### config.mk
export PLATFORM = sky130hd
export DESIGN_NAME = indexed_offset_addressing
export DESIGN_NICKNAME = d
export VERILOG_FILES = /design/src/include/ilo_pkg.sv /design/src/rtl/indexed_offset_addressing.sv
export SDC_FILE = /design/constraint.sdc
export NUM_CORES = 1
export LEC_CHECK = 0
export BUFFER_PORTS_ARGS = -buffer_cell sky130_fd_sc_hd__buf_2
export CORE_ASPECT_RATIO = 0.8
export CORE_MARGIN = 2
export CORE_UTILIZATION = 32
export CTS_CLUSTER_SIZE = 8
export DETAILED_ROUTE_END_ITERATION = 12
export GPL_TIMING_DRIVEN = 1
export PLACE_DENSITY = 0.62
export REMOVE_ABC_BUFFERS = 1
export SKIP_CTS_REPAIR_TIMING = 1
export SLEW_MARGIN = 0
export SYNTH_ARGS = -nofsm -noshare
export SYNTH_HDL_FRONTEND = slang
export SYNTH_SLANG_ARGS = --single-unit
### constraint.sdc
create_clock -name clk -period 6.7 [get_ports clk]
set_input_delay 0.67 -clock clk [delete_from_list [all_inputs] [get_ports clk]]
set_output_delay 0.67 -clock clk [all_outputs]
set_load 0.01 [all_outputs]
### src/include/ilo_pkg.sv
package ilo_pkg;
  // ---------------------------------------------------------------
  // opcode encodings
  // ---------------------------------------------------------------
  localparam logic [15:0] MOVE_FIRST_MASK  = 16'hFF80;
  localparam logic [15:0] MOVE_FIRST_MATCH = 16'hEB80;
  localparam logic [3:0]  MOVE_SECOND_TOP  = 4'hF;
  localparam logic [7:0]  PUSH_TOP         = 8'hFA;
  // ---------------------------------------------------------------
  // address layout
  // ---------------------------------------------------------------
  localparam int          ADDR_W           = 12;
  localparam logic [7:0]  OFFSET_LIMIT     = 8'h5F;
  localparam logic [11:0] ACCESS_HIGH_BASE = 12'hF00;
  // indirect data registers live in the special function area
  localparam logic [11:0] INDIRECT_FIRST   = 12'hFDB;
  localparam logic [11:0] INDIRECT_LAST    = 12'hFEF;
  localparam logic [7:0]  ZERO_BYTE        = 8'h00;
  localparam logic [11:0] FP_RESET         = 12'h000;
  typedef enum logic [1:0] {
    ST_IDLE   = 2'b00,
    ST_SECOND = 2'b01,
    ST_WRITE  = 2'b10
  } state_t;
endpackage

### src/rtl/indexed_offset_addressing.sv
`timescale 1ns/100ps
// Behaviour
// - move addresses are frame pointer plus offsets
// - both move addresses span full 12-bit space
// - indirect source register reads as zero
// - indirect destination turns move into no-op
// - push writes literal then decrements frame pointer
// - extension off uses file address literally
// - extension on also enables offset mode
// - access flag zero, operand <=5Fh: frame offset
// - operands above 5Fh keep direct meaning
// - offset mode covers all access-flag instructions
// - zero frame pointer gives original access map
// - destination flag keeps its normal meaning
module indexed_offset_addressing (
  input  wire logic        clk,
  input  wire logic        rst_n,
  input  wire logic        ext_enable,
  input  wire logic        instr_valid,
  input  wire logic [15:0] instr,
  input  wire logic        std_access,
  input  wire logic        std_a,
  input  wire logic        std_d,
  input  wire logic [7:0]  std_f,
  input  wire logic [3:0]  bank_select_register,
  input  wire logic [7:0]  rd_data,
  output logic [11:0]      mem_addr,
  output logic             mem_rd,
  output logic             mem_wr,
  output logic [7:0]       wr_data,
  output logic [11:0]      std_addr,
  output logic             std_to_file,
  output logic [11:0]      frame_pointer,
  output logic             busy,
  output logic             status_we
);

  // ---------------------------------------------------------------
  // state record
  // ---------------------------------------------------------------
  typedef struct packed {
    ilo_pkg::state_t state;
    logic [11:0]     dst;
    logic [11:0]     addr;
    logic            rd;
    logic            wr;
    logic [7:0]      data;
    logic [11:0]     saddr;
    logic            sfile;
    logic [11:0]     fp;
    logic            bsy;
    logic            swe;
  } regs_t;

  regs_t r;
  regs_t next_r;

  // ---------------------------------------------------------------
  // address helpers
  // ---------------------------------------------------------------
  // indirect data registers must never see a move access
  function automatic logic is_indirect(input logic [11:0] a);
    is_indirect = (a >= ilo_pkg::INDIRECT_FIRST) &&
                  (a <= ilo_pkg::INDIRECT_LAST);
  endfunction

  // offsets are unsigned; sums wrap inside the 4096-byte space
  logic [11:0] offset_word;
  logic [11:0] src_calc;
  logic [11:0] dst_calc;

  assign offset_word = {5'h00, instr[6:0]};
  assign src_calc    = r.fp + offset_word;
  assign dst_calc    = r.fp + offset_word;

  // ---------------------------------------------------------------
  // instruction decode
  // ---------------------------------------------------------------
  logic word_take;
  logic is_move_first;
  logic is_push;
  logic is_move_second;
  logic src_indirect;
  logic held_src_indirect;
  logic dst_indirect;

  // extended opcodes exist only while the extension is on
  assign word_take         = instr_valid && ext_enable;
  assign is_move_first     = (instr & ilo_pkg::MOVE_FIRST_MASK) ==
                             ilo_pkg::MOVE_FIRST_MATCH;
  assign is_push           = instr[15:8] == ilo_pkg::PUSH_TOP;
  assign is_move_second    = instr[15:12] == ilo_pkg::MOVE_SECOND_TOP;
  assign src_indirect      = is_indirect(src_calc);
  assign held_src_indirect = is_indirect(r.addr);
  assign dst_indirect      = is_indirect(r.dst);

  // ---------------------------------------------------------------
  // standard operand map
  // ---------------------------------------------------------------
  logic        low_operand;
  logic [11:0] bank_calc;
  logic [11:0] high_calc;
  logic [11:0] offset_calc;
  logic [11:0] direct_calc;
  logic [11:0] std_calc;

  assign low_operand = std_f <= ilo_pkg::OFFSET_LIMIT;
  assign bank_calc   = {bank_select_register, std_f};
  assign high_calc   = ilo_pkg::ACCESS_HIGH_BASE | {4'h0, std_f};
  // a zero frame pointer lands on the plain access bank
  assign offset_calc = r.fp + {4'h0, std_f};
  assign direct_calc = {4'h0, std_f};

  // access flag one wins before any offset decision
  assign std_calc = std_a        ? bank_calc   :
                    !low_operand ? high_calc   :
                    ext_enable   ? offset_calc :
                                   direct_calc;

  // ---------------------------------------------------------------
  // next state
  // ---------------------------------------------------------------
  always_comb begin
    next_r     = r;
    next_r.rd  = 1'b0;
    next_r.wr  = 1'b0;
    // move and push leave every status flag alone
    next_r.swe = 1'b0;

    if (std_access) begin
      next_r.saddr = std_calc;
      next_r.sfile = std_d;
    end

    unique case (r.state)
      ilo_pkg::ST_IDLE: begin
        next_r.bsy = 1'b0;
        if (word_take && is_move_first) begin
          // source read in first cycle
          next_r.addr  = src_calc;
          next_r.rd    = !src_indirect;
          next_r.state = ilo_pkg::ST_SECOND;
          next_r.bsy   = 1'b1;
        end else if (word_take && is_push) begin
          next_r.addr = r.fp;
          next_r.data = instr[7:0];
          next_r.wr   = 1'b1;
          next_r.fp   = r.fp - 12'h001;
        end
      end

      ilo_pkg::ST_SECOND: begin
        // second word carries the destination offset
        if (instr_valid && is_move_second) begin
          next_r.dst   = dst_calc;
          next_r.state = ilo_pkg::ST_WRITE;
        end
      end

      ilo_pkg::ST_WRITE: begin
        // indirect source yields zero rather than an indirect access
        next_r.data  = held_src_indirect ? ilo_pkg::ZERO_BYTE
                                         : rd_data;
        next_r.addr  = r.dst;
        next_r.wr    = !dst_indirect;
        next_r.state = ilo_pkg::ST_IDLE;
        next_r.bsy   = 1'b0;
      end

      default: begin
        next_r.state = ilo_pkg::ST_IDLE;
        next_r.bsy   = 1'b0;
      end
    endcase
  end

  // ---------------------------------------------------------------
  // state register
  // ---------------------------------------------------------------
  always_ff @(posedge clk) begin
    if (!rst_n) begin
      r       <= '0;
      r.state <= ilo_pkg::ST_IDLE;
      r.fp    <= ilo_pkg::FP_RESET;
    end else begin
      r <= next_r;
    end
  end

  // ---------------------------------------------------------------
  // outputs
  // ---------------------------------------------------------------
  assign mem_addr      = r.addr;
  assign mem_rd        = r.rd;
  assign mem_wr        = r.wr;
  assign wr_data       = r.data;
  assign std_addr      = r.saddr;
  assign std_to_file   = r.sfile;
  assign frame_pointer = r.fp;
  assign busy          = r.bsy;
  // held low in a flop so the port stays register-driven
  assign status_we     = r.swe;

endmodule // indexed_offset_addressing

; ---- Yosys cells after proc, flatten, opt, wreduce, memory -nomap -nowiden
; Index checks and enable logic that the tools add are counted.
[classes]
n_addsub = 3
n_mul = 0
div = 0
magnitude_cmp = 7
eq_ne = 10
shift = 0
mux = 15
bitwise = 1
reduce_logical = 17
[ops]
columns = cell, n
row1 = two-way mux 12 bit, 5
row2 = greater-or-equal comparator 12 bit (second input constant), 3
row3 = <= comparator 12 bit (second input constant), 3
row4 = case mux 12 bit (2 select lines), 1
row5 = two-way mux 9 bit, 2
row6 = case mux 9 bit (2 select lines), 1
row7 = two-way mux 14 bit, 1
row8 = adder 12 x 7 -> 12 bit, 1
row9 = adder 12 x 8 -> 12 bit, 1
row10 = subtractor 12 x 1 -> 12 bit (second input constant), 1
row11 = equality test 9 bit (second input constant), 1
row12 = AND reduction 3 bit, 3
row13 = equality test 8 bit (second input constant), 1
row14 = <= comparator 8 x 7 -> 1 bit (second input constant), 1
row15 = two-way mux 8 bit, 1
row16 = inequality test 2 bit (second input constant), 4
row17 = logical AND 1 bit, 7
row18 = AND reduction 2 bit, 3
row19 = equality test 4 bit (second input constant), 1
row20 = case mux 2 bit (2 select lines), 1
row21 = inequality test 3 bit (second input constant), 1
row22 = equality test 2 x 1 -> 1 bit (second input constant), 1
row23 = equality test 2 bit (second input constant), 1
row24 = zero test 1 bit, 2
row25 = 6 further kinds, 6
[word_totals]
regBits = 62
latch_bits = 0
ram_bits = 0
romBits = 0
inputBits = 43
n_memories = 0

; ---- Logic depth before layout (Yosys ltp)
; Gate-level depths: netlist of the first run.
[depth]
depth_word = 5
ltp_mapped = 9
ltp_nobuf = 9

; ---- Worst setup path before layout of the first run
; OpenSTA, ideal clock, no wires.
[synth_timing]
kind = input-to-reg
start = input instr[0]
end = register r (netlist bit mem_rd)
setup_ns = 0.126
arrival_time_ns = 2.631
path_slack_ns = 3.943
stages = 8
n_path_buf = 0
path_cell_list = ha_1 fa_1 a211o_1 o21ai_0 xor2_1 or4b_2 a21oi_1 a31oi_1
[synth_between]
elab_chain_len = 4
elab_cells_between_ends = 5
cone_classes = add/sub (1) / order compare (2) / reduce/logical (2)
[synth_lines]
columns = element, line_no
row1 = "start, declared", indexed_offset_addressing.sv:20  ; input wire logic [15:0] instr,
row2 = adder 12 x 7 -> 12 bit (*), indexed_offset_addressing.sv:73  ; assign src_calc = r.fp + offset_word;
row3 = greater-or-equal comparator 12 bit / <= comparator 12 bit (equally long branches), "indexed_offset_addressing.sv:63, indexed_offset_addressing.sv:64"
row4 = logical AND 1 bit (*), indexed_offset_addressing.sv:63  ; is_indirect = (a >= ilo_pkg::INDIRECT_FIRST) &&
row5 = zero test 1 bit (*), indexed_offset_addressing.sv:141  ; next_r.rd = !src_indirect;
row6 = "end signal, assigned", indexed_offset_addressing.sv:186  ; r <= next_r;
row7 = "end, declared", indexed_offset_addressing.sv:55  ; regs_t r;
; Every way passes the cells marked *; elsewhere a longest branch is shown, timed or not.
; A chain may end at the register's enable or synchronous reset.

; ---- Worst setup path after layout of the first run
; Ends and elaborated chain as after synthesis.

==> results.py, run 1 <==
metrics = {
    "setup_path": {
        "reg2regPathDepth": 7,
        "critPathArrivalTime_ps": 2960,
        "critical_path.max_stage_delay_ps": 670,
        "worstPathCellList": "buf_2 > ha_1 > fa_1 > a211o_1 > o21ai_0 > xor2_1 > or4b_2 > a21oi_1 > a31oi_1",
        "crit-reg2reg-launch": "frame_pointer[1]",
        "critical_path_required_ps": 6910,
        "criticalPathCategory": "in -> reg",
        "setup.worst_path.start_class": "input port",
        "crit_end_element": "flop",
        "timing.critical_path.fanout_max": 4,
        "critical_path.startpoint": "instr[0]",
        "critical_path.slowest_cell": "sky130_fd_sc_hd__or4b_2",
    },
    "route": {
        "wl_per_cell_um": 15.14,
        "drt_pre_antenna_iters": 5,
        "remaining_antenna_violation_count_after_routing": 0,
        "count_of_vias_placed_by_the_detailed_router": 3600,
        "routed_wirelength_mm": 10.72,
        "drt_drc_violations_left": 0,
        "route.detailed.vias_per_inst": 5.085,
        "drt_first_iter_violations": 286,
    },
    "timing": {
        "fin_setup_tns_ps": 0,
        "fin_skew_ps": 3.561,
        "worst-slew-pin-transition_ps": 1122,
        "fin_crit_ps": 2742,
        "report.final.slew_viol_count": 0,
        "slew_headroom": 0.2424,
        "setup_viol": 0,
        "worst_slack_ps": 3958,
        "finalHoldViolCount": 0,
        "achievable-frequency_mhz": 364.7,
        "grt_setup_unrepaired": "false",
        "final_worst_path_cycle_share": 0.4092,
    },
    "cts": {
        "clock_tree.buffer_depth": 2,
        "clkSinkCount": 62,
        "cts_tree": "done",
        "cts_htree_levels": 3,
        "clock_tree.root_cell": "sky130_fd_sc_hd__clkbuf_16",
        "cts.clk_slew.worst_paths_ps": 50,
        "clk_latency_ps": 330,
        "cts_inserted_buffers": 9,
    },
    "synth": {
        "synth-edff-count": 0,
        "ys_warnings": 0,
        "yosys.cell_types.count": 63,
        "yosys_most_used_dff": "sky130_fd_sc_hd__dfxtp_1",
        "synth_area_um2": 4056,
        "yosysSeqAreaShare": 0.3060,
        "asyncSetResetFlopFracSynth": 0,
        "ys_ff_latch": 62,
        "number_of_instances_in_the_synthesized_netlist": 498,
        "synth.avg_cell_area_um2": 8.145,
    },
    "pwr": {
        "cell_internal_pwr_uw": 684.6,
        "p_switching_uw": 201.4,
        "cellPowerDensity_nw_per_um2": 192.7,
        "swShare": 0.2273,
        "power.static_leakage_uw": 0.001926,
        "ir_drop_mv": 0.1041,
        "comb_pwr_share": 0.078,
        "power.share.sequential": 0.426,
        "clkPwrFrac": 0.495,
    },
    "floorplanning": {
        "fp.dieArea_um2": 13600,
        "placeableCoreArea_um2": 12300,
        "ios": 92,
        "die_wd_um": 129.9,
        "die_y_um": 104.7,
        "floorplan.rows": 36,
        "initial_utilization": 0.3299,
    },
    "global_route": {
        "grt_most_used_layer": "met2",
        "met1_track_demand_over_resource": 0.2274,
        "antenna_violations_before_repair": 0,
        "gr-total-overflow": 0,
        "grt_util_met3": 0.03891,
        "grt_start_max_net_pins": 34,
        "grtUsageMet2": 0.2412,
        "grt_pass1_vias": 3491,
        "track_usage": 0.1612,
        "grt_pass1_wl_mm": 17.35,
    },
    "cells_and_area": {
        "diodes": 0,
        "fill_cells": 1243,
        "final_layout_size_suffix_gt1_frac": 0.2235,
        "instances_no_fill": 708,
        "areaGrowthSynthToFinish_pct": 13.36,
        "multiInputGateArea_um2": 2332,
        "postLayoutCoreUtil": 0.3739,
        "final_net_count": 593,
        "design_area_um2": 4598,
        "seqCellArea_um2": 1241,
    },
    "placement": {
        "place.detailed.hpwl_mm": 8.158,
        "port_buffers": 90,
        "finalWeightedCongestion": 0.8958,
        "dpl_worst_slack_ps": 3630,
        "dpl.cell_count": 692,
        "placed_cell_area_um2": 4317,
    },
    "worst_hold_path": {
        "hold_path_depth": 2,
        "worstHoldPathType": "reg -> reg",
        "hp-start": "mem_addr[7]",
    },
    "run": {
        "maxCapViolCount": 0,
    },
    "status": {
        "run_status": "complete, no violations",
    },
}
sequential cells by signal (all words and copies together), names as in the netlist, 8 cells and up:
register	cells
wr_data	8
mem_addr	12
frame_pointer	12
std_addr	12
r	14
logic make-up (layout without fill, tap and decap cells):
logic type               after synthesis  after routing  share of synthesized area
AO/OA/AOI/OAI                        110            110                     0.1906
flip-flops                            62             62                     0.3060
adder cells (fa/ha/maj)               18             18                    0.05922
buffers and inverters                 84            123                     0.1218
XOR/XNOR                              29             29                    0.06262
other                                  1              1                  0.0009245
AND/OR/NAND/NOR                      177            177                     0.2165
multiplexers                          17             17                    0.04226
cell usage in the layout, fill, tap and decap left out, types with 3 or more instances in the layout:
cell	netlist	layout
sky130_fd_sc_hd__buf_2	2	90
sky130_fd_sc_hd__nor2_1	65	65
sky130_fd_sc_hd__dfxtp_1	62	62
sky130_fd_sc_hd__nand2_1	40	40
sky130_fd_sc_hd__a21oi_1	22	22
sky130_fd_sc_hd__o21ai_0	18	18
sky130_fd_sc_hd__mux2i_1	16	16
sky130_fd_sc_hd__ha_1	16	16
sky130_fd_sc_hd__xor2_1	15	15
sky130_fd_sc_hd__xnor2_1	14	14
sky130_fd_sc_hd__inv_1	13	13
sky130_fd_sc_hd__a211oi_1	12	12
sky130_fd_sc_hd__nand3_1	12	12
sky130_fd_sc_hd__clkbuf_16	0	9
sky130_fd_sc_hd__nor3_1	8	8
sky130_fd_sc_hd__a222oi_1	8	8
sky130_fd_sc_hd__o211ai_1	7	7
sky130_fd_sc_hd__nand4_1	6	6
sky130_fd_sc_hd__o22ai_1	6	6
sky130_fd_sc_hd__nand3b_1	5	5
sky130_fd_sc_hd__nor2b_1	5	5
sky130_fd_sc_hd__o31ai_1	5	5
sky130_fd_sc_hd__a211o_1	4	4
sky130_fd_sc_hd__o21a_1	4	4
sky130_fd_sc_hd__nand2b_1	4	4
sky130_fd_sc_hd__and2_1	4	4
sky130_fd_sc_hd__clkbuf_1	22	4
sky130_fd_sc_hd__buf_4	45	4
sky130_fd_sc_hd__nor4_1	3	3
sky130_fd_sc_hd__and3_1	3	3
sky130_fd_sc_hd__o221ai_1	3	3
sky130_fd_sc_hd__or3_1	3	3
sky130_fd_sc_hd__or2_2	3	3
sky130_fd_sc_hd__clkbuf_8	0	3
per-stage QoR:
stage / total power, uW / hold WS [ps]
3_5_place_dp: 454.6 / 471.6
4_1_cts: 893.5 / 479.3
6_report: 886.0 / 475.6
3_3_place_gp: 452.8 / 457.9
2_1_floorplan: 419.2 / 467.0
5_1_grt: 919.5 / 515.2
power by group through the flow:
stage          sequential (uW)  combinational [uW]  clock (uW)
4_1_cts                    378                69.6         446
5_1_grt                    378                77.2         464
3_3_place_gp               385                67.7           0
6_report                   378                69.5         439
2_1_floorplan              388                31.2           0
3_5_place_dp               385                69.3           0
path summary, 6_finish.rpt:
check | to | slack [ps]
worst min-delay path | mem_addr[7] | 480
worst min register to register | mem_addr[7] | 480
worst max register to register | mem_rd | 3960
worst max-delay path | mem_rd | 3960
final cells by class:
type                       instances  share of cell area
clock buffer                      16             0.06122
inverter                          13             0.01061
multi-input combinational        352              0.5072
sequential                        62              0.2699
tap                              171             0.04653
timing repair buffer              94              0.1045
worst max-delay path: cells and delay by family:
| kind | cells | cell delay [ps] |
|---|---|---|
| fa+ha+maj | 2 | 620 |
| xor+xnor | 1 | 140 |
| simple gates | 1 | 670 |
| buf+inv | 1 | 110 |
| compound gates | 4 | 740 |
metal layers:
layer / share of wire / vias to the layer above / wire length, um
met4: 0.014 / 0 / 145
met3: 0.055 / 11 / 594
met2: 0.43 / 94 / 4662
li1: - / 1818 / -
met5: 0 / - / 0
met1: 0.50 / 1677 / 5320
cells in the mapped netlist, types with 2 or more instances:
| master | count | area (um^2) |
|---|---|---|
| sky130_fd_sc_hd__o211ai_1 | 7 | 52.55 |
| sky130_fd_sc_hd__dfxtp_1 | 62 | 1241 |
| sky130_fd_sc_hd__a311oi_1 | 2 | 17.52 |
| sky130_fd_sc_hd__a222oi_1 | 8 | 80.08 |
| sky130_fd_sc_hd__clkbuf_1 | 22 | 82.58 |
| sky130_fd_sc_hd__nor4_1 | 3 | 18.77 |
| sky130_fd_sc_hd__nor2b_1 | 5 | 31.28 |
| sky130_fd_sc_hd__o21a_1 | 4 | 30.03 |
| sky130_fd_sc_hd__nor4b_1 | 2 | 17.52 |
| sky130_fd_sc_hd__nand2b_1 | 4 | 25.02 |
| sky130_fd_sc_hd__or2_2 | 3 | 18.77 |
| sky130_fd_sc_hd__nand3_1 | 12 | 60.06 |
| sky130_fd_sc_hd__a21o_1 | 2 | 15.01 |
| sky130_fd_sc_hd__or4b_2 | 2 | 20.02 |
| sky130_fd_sc_hd__ha_1 | 16 | 200.2 |
| sky130_fd_sc_hd__fa_1 | 2 | 40.04 |
| sky130_fd_sc_hd__a211o_1 | 4 | 35.03 |
| sky130_fd_sc_hd__o311a_1 | 2 | 20.02 |
| sky130_fd_sc_hd__nor3_1 | 8 | 40.04 |
| sky130_fd_sc_hd__and2_1 | 4 | 25.02 |
| sky130_fd_sc_hd__o22ai_1 | 6 | 37.54 |
| sky130_fd_sc_hd__o221ai_1 | 3 | 26.28 |
| sky130_fd_sc_hd__inv_1 | 13 | 48.80 |
| sky130_fd_sc_hd__mux2i_1 | 16 | 160.2 |
| sky130_fd_sc_hd__nand2_1 | 40 | 150.1 |
| sky130_fd_sc_hd__a21oi_1 | 22 | 110.1 |
| sky130_fd_sc_hd__and3_1 | 3 | 18.77 |
| sky130_fd_sc_hd__buf_4 | 45 | 337.8 |
| sky130_fd_sc_hd__buf_2 | 2 | 10.01 |
| sky130_fd_sc_hd__o31ai_1 | 5 | 37.54 |
| sky130_fd_sc_hd__nand4_1 | 6 | 37.54 |
| sky130_fd_sc_hd__and3b_1 | 2 | 17.52 |
| sky130_fd_sc_hd__nand3b_1 | 5 | 37.54 |
| sky130_fd_sc_hd__o2111ai_1 | 2 | 17.52 |
| sky130_fd_sc_hd__o21ai_0 | 18 | 90.09 |
| sky130_fd_sc_hd__nor3b_1 | 2 | 15.01 |
| sky130_fd_sc_hd__xor2_1 | 15 | 131.4 |
| sky130_fd_sc_hd__a31oi_1 | 2 | 12.51 |
| sky130_fd_sc_hd__nor2_1 | 65 | 244.0 |
| sky130_fd_sc_hd__or3_1 | 3 | 18.77 |
| sky130_fd_sc_hd__xnor2_1 | 14 | 122.6 |
| sky130_fd_sc_hd__o21bai_1 | 2 | 15.01 |
| sky130_fd_sc_hd__a211oi_1 | 12 | 90.09 |
| sky130_fd_sc_hd__or4_1 | 2 | 15.01 |
No activity file was read; power rests on OpenSTA's default activity.
==> run 2, diff against run 1 <==
- clock period: 6.7 -> 2.53 ns (I/O delays scaled with it)
==> run 2 against run 1 <==
Compared with the run above: combinational power grew to 2.8 times the previous value; clock power grew to 2.7 times the previous value; clock-buffer cell count shrank 1; design area grew 4.0%; clock skew grew 2.0 ps; non-clock buffer count grew 18; die area is the same; critical path depth shrank 1; flip-flop and latch count is the same; setup slack lost 3900 ps; register-to-register slack lost 3900 ps; sequential power grew to 2.6 times the previous value.
==> results.py, run 2 (same netlist as run 1, synthesis figures left out) <==
metrics = {
    "cts": {
        "clk_latency_ps": 330,
        "cts_inserted_buffers": 9,
        "cts.clk_slew.worst_paths_ps": 50,
        "cts_tree": "done",
        "cts_htree_levels": 3,
        "clock_tree.root_cell": "sky130_fd_sc_hd__clkbuf_16",
        "clkSinkCount": 62,
        "clock_tree.buffer_depth": 2,
    },
    "timing": {
        "worst-slew-pin-transition_ps": 895.8,
        "fin_crit_ps": 2438,
        "fin_skew_ps": 5.526,
        "achievable-frequency_mhz": 410.1,
        "grt_setup_unrepaired": "false",
        "finalHoldViolCount": 0,
        "worst_slack_ps": 91.65,
        "final_worst_path_cycle_share": 0.9638,
        "setup_viol": 0,
        "report.final.slew_viol_count": 0,
        "slew_headroom": 0.4016,
    },
    "placement": {
        "port_buffers": 90,
        "placed_cell_area_um2": 4464,
        "finalWeightedCongestion": 0.8973,
        "place.detailed.hpwl_mm": 8.419,
        "dpl_worst_slack_ps": -82.17,
    },
    "worst_hold_path": {
        "hp-start": "std_d",
        "endpoint_of_the_worst_hold_timing_path": "std_to_file",
        "hold_path_depth": 3,
        "worstHoldPathType": "in -> reg",
    },
    "route": {
        "drt_first_iter_violations": 180,
        "route.detailed.vias_per_inst": 5.132,
        "remaining_antenna_violation_count_after_routing": 0,
        "drt_drc_violations_left": 0,
        "routed_wirelength_mm": 10.95,
        "wl_per_cell_um": 15.10,
        "count_of_vias_placed_by_the_detailed_router": 3721,
        "drt_pre_antenna_iters": 6,
    },
    "pwr": {
        "ir_drop_mv": 0.2526,
        "cellPowerDensity_nw_per_um2": 498.5,
        "power.static_leakage_uw": 0.002029,
    },
    "setup_path": {
        "critical_path.max_stage_delay_ps": 680,
        "timing.critical_path.fanout_max": 3,
        "critical_path_required_ps": 2740,
        "r2r_slack_ps": 90,
        "setup.worst_path.start_class": "flop",
        "criticalPathCategory": "reg -> reg",
        "reg2regPathDepth": 8,
        "crit_end_element": "flop",
        "critPathBufInv": 0,
        "critical_path.slowest_cell": "sky130_fd_sc_hd__or4b_2",
        "critPathArrivalTime_ps": 2650,
        "crit-reg2reg-launch": "frame_pointer[0]",
        "worstPathCellList": "ha_1 > fa_2 > a211o_1 > o21ai_2 > xor2_1 > or4b_2 > a21oi_2 > a31oi_1",
        "critical_path.reg2reg.endpoint": "mem_rd",
        "cell_family_with_most_cp_delay": "simple AND/OR/NAND/NOR gates",
    },
    "run": {
        "maxCapViolCount": 0,
    },
    "floorplanning": {
        "die_wd_um": 129.9,
        "die_y_um": 104.7,
        "ios": 92,
        "placeableCoreArea_um2": 12300,
        "initial_utilization": 0.3299,
        "floorplan.rows": 36,
        "fp.dieArea_um2": 13600,
    },
    "global_route": {
        "met1_track_demand_over_resource": 0.2255,
        "antenna_violations_before_repair": 0,
        "track_usage": 0.1649,
        "grt_start_max_net_pins": 33,
        "gr-total-overflow": 0,
        "grt_pass1_wl_mm": 17.77,
        "grt_most_used_layer": "met2",
        "grt_pass1_vias": 3553,
        "grtUsageMet2": 0.2603,
        "grt_util_met3": 0.04506,
    },
    "cells_and_area": {
        "postLayoutCoreUtil": 0.3890,
        "final_layout_size_suffix_gt1_frac": 0.2617,
        "areaGrowthSynthToFinish_pct": 17.92,
        "layout_commonest_cell": "sky130_fd_sc_hd__buf_2",
        "final_net_count": 611,
        "fill_cells": 1287,
        "largest_register_ffs": 14,
        "design_area_um2": 4783,
        "registers.top_by_ff_count": "r",
        "leading_cell_types_in_the_layout_fill_and_taps_excluded": "90 x sky130_fd_sc_hd__buf_2, 65 x sky130_fd_sc_hd__nor2_1, 62 x sky130_fd_sc_hd__dfxtp_1",
        "diodes": 0,
    },
    "status": {
        "run_status": "complete, no violations",
    },
}
-- run 2: power by group --
part	switching (uW)	internal, uW
Clock	425	765
Combinational	112	82.8
Sequential	7.26	993
-- run 2: layout make-up --
class,count,area (um^2),area share
inverter,13,48.80,0.01020
timing repair buffer,112,628.1,0.1313
tap,171,214.0,0.04473
sequential,62,1241,0.2595
clock buffer,15,287.8,0.06016
multi-input combinational,352,2364,0.4941
-- run 2: through the flow --
| stage | total power, uW | setup TNS (ps) | instances | hold slack (ps) |
|---|---|---|---|---|
| after detailed placement | 1212 | -82.17 | 710 | 475.3 |
| after floorplan | 1110 | -145.4 | 427 | 342.4 |
| after global routing | 2478 | 0 | 725 | 164.6 |
| after global placement | 1207 | -13.13 | 710 | 459.1 |
| final | 2384 | 0 | 725 | 160.1 |
| after CTS | 2420 | -22.86 | 725 | 148.9 |
-- run 2: worst max path at each step --
| stage | end | slack [ps] | from | cells past startpoint |
|---|---|---|---|---|
| 3_5_place_dp | mem_rd | -80 | instr[0] | 9 |
| 2_1_floorplan | frame_pointer[11] | -110 | instr[10] | 6 |
| 6_report | mem_rd | 90 | frame_pointer[0] | 8 |
| 5_1_grt | mem_rd | 0.1 | frame_pointer[0] | 8 |
| 3_3_place_gp | mem_rd | -10 | instr[0] | 9 |
| 4_1_cts | mem_rd | -20 | frame_pointer[1] | 7 |
-- run 2: metal layers --
metal	share of wire	vias up
li1	-	1844
met1	0.49	1765
met2	0.44	104
met3	0.057	8
met4	0.0093	0
met5	0	-
-- run 2: worst reg2reg max path: stages, from the launching register on --
cell	delay, ps
sky130_fd_sc_hd__dfxtp_1	310
sky130_fd_sc_hd__ha_1	230
sky130_fd_sc_hd__fa_2	360
sky130_fd_sc_hd__a211o_1	330
sky130_fd_sc_hd__o21ai_2	80
sky130_fd_sc_hd__xor2_1	90
sky130_fd_sc_hd__or4b_2	680
sky130_fd_sc_hd__a21oi_2	150
sky130_fd_sc_hd__a31oi_1	90
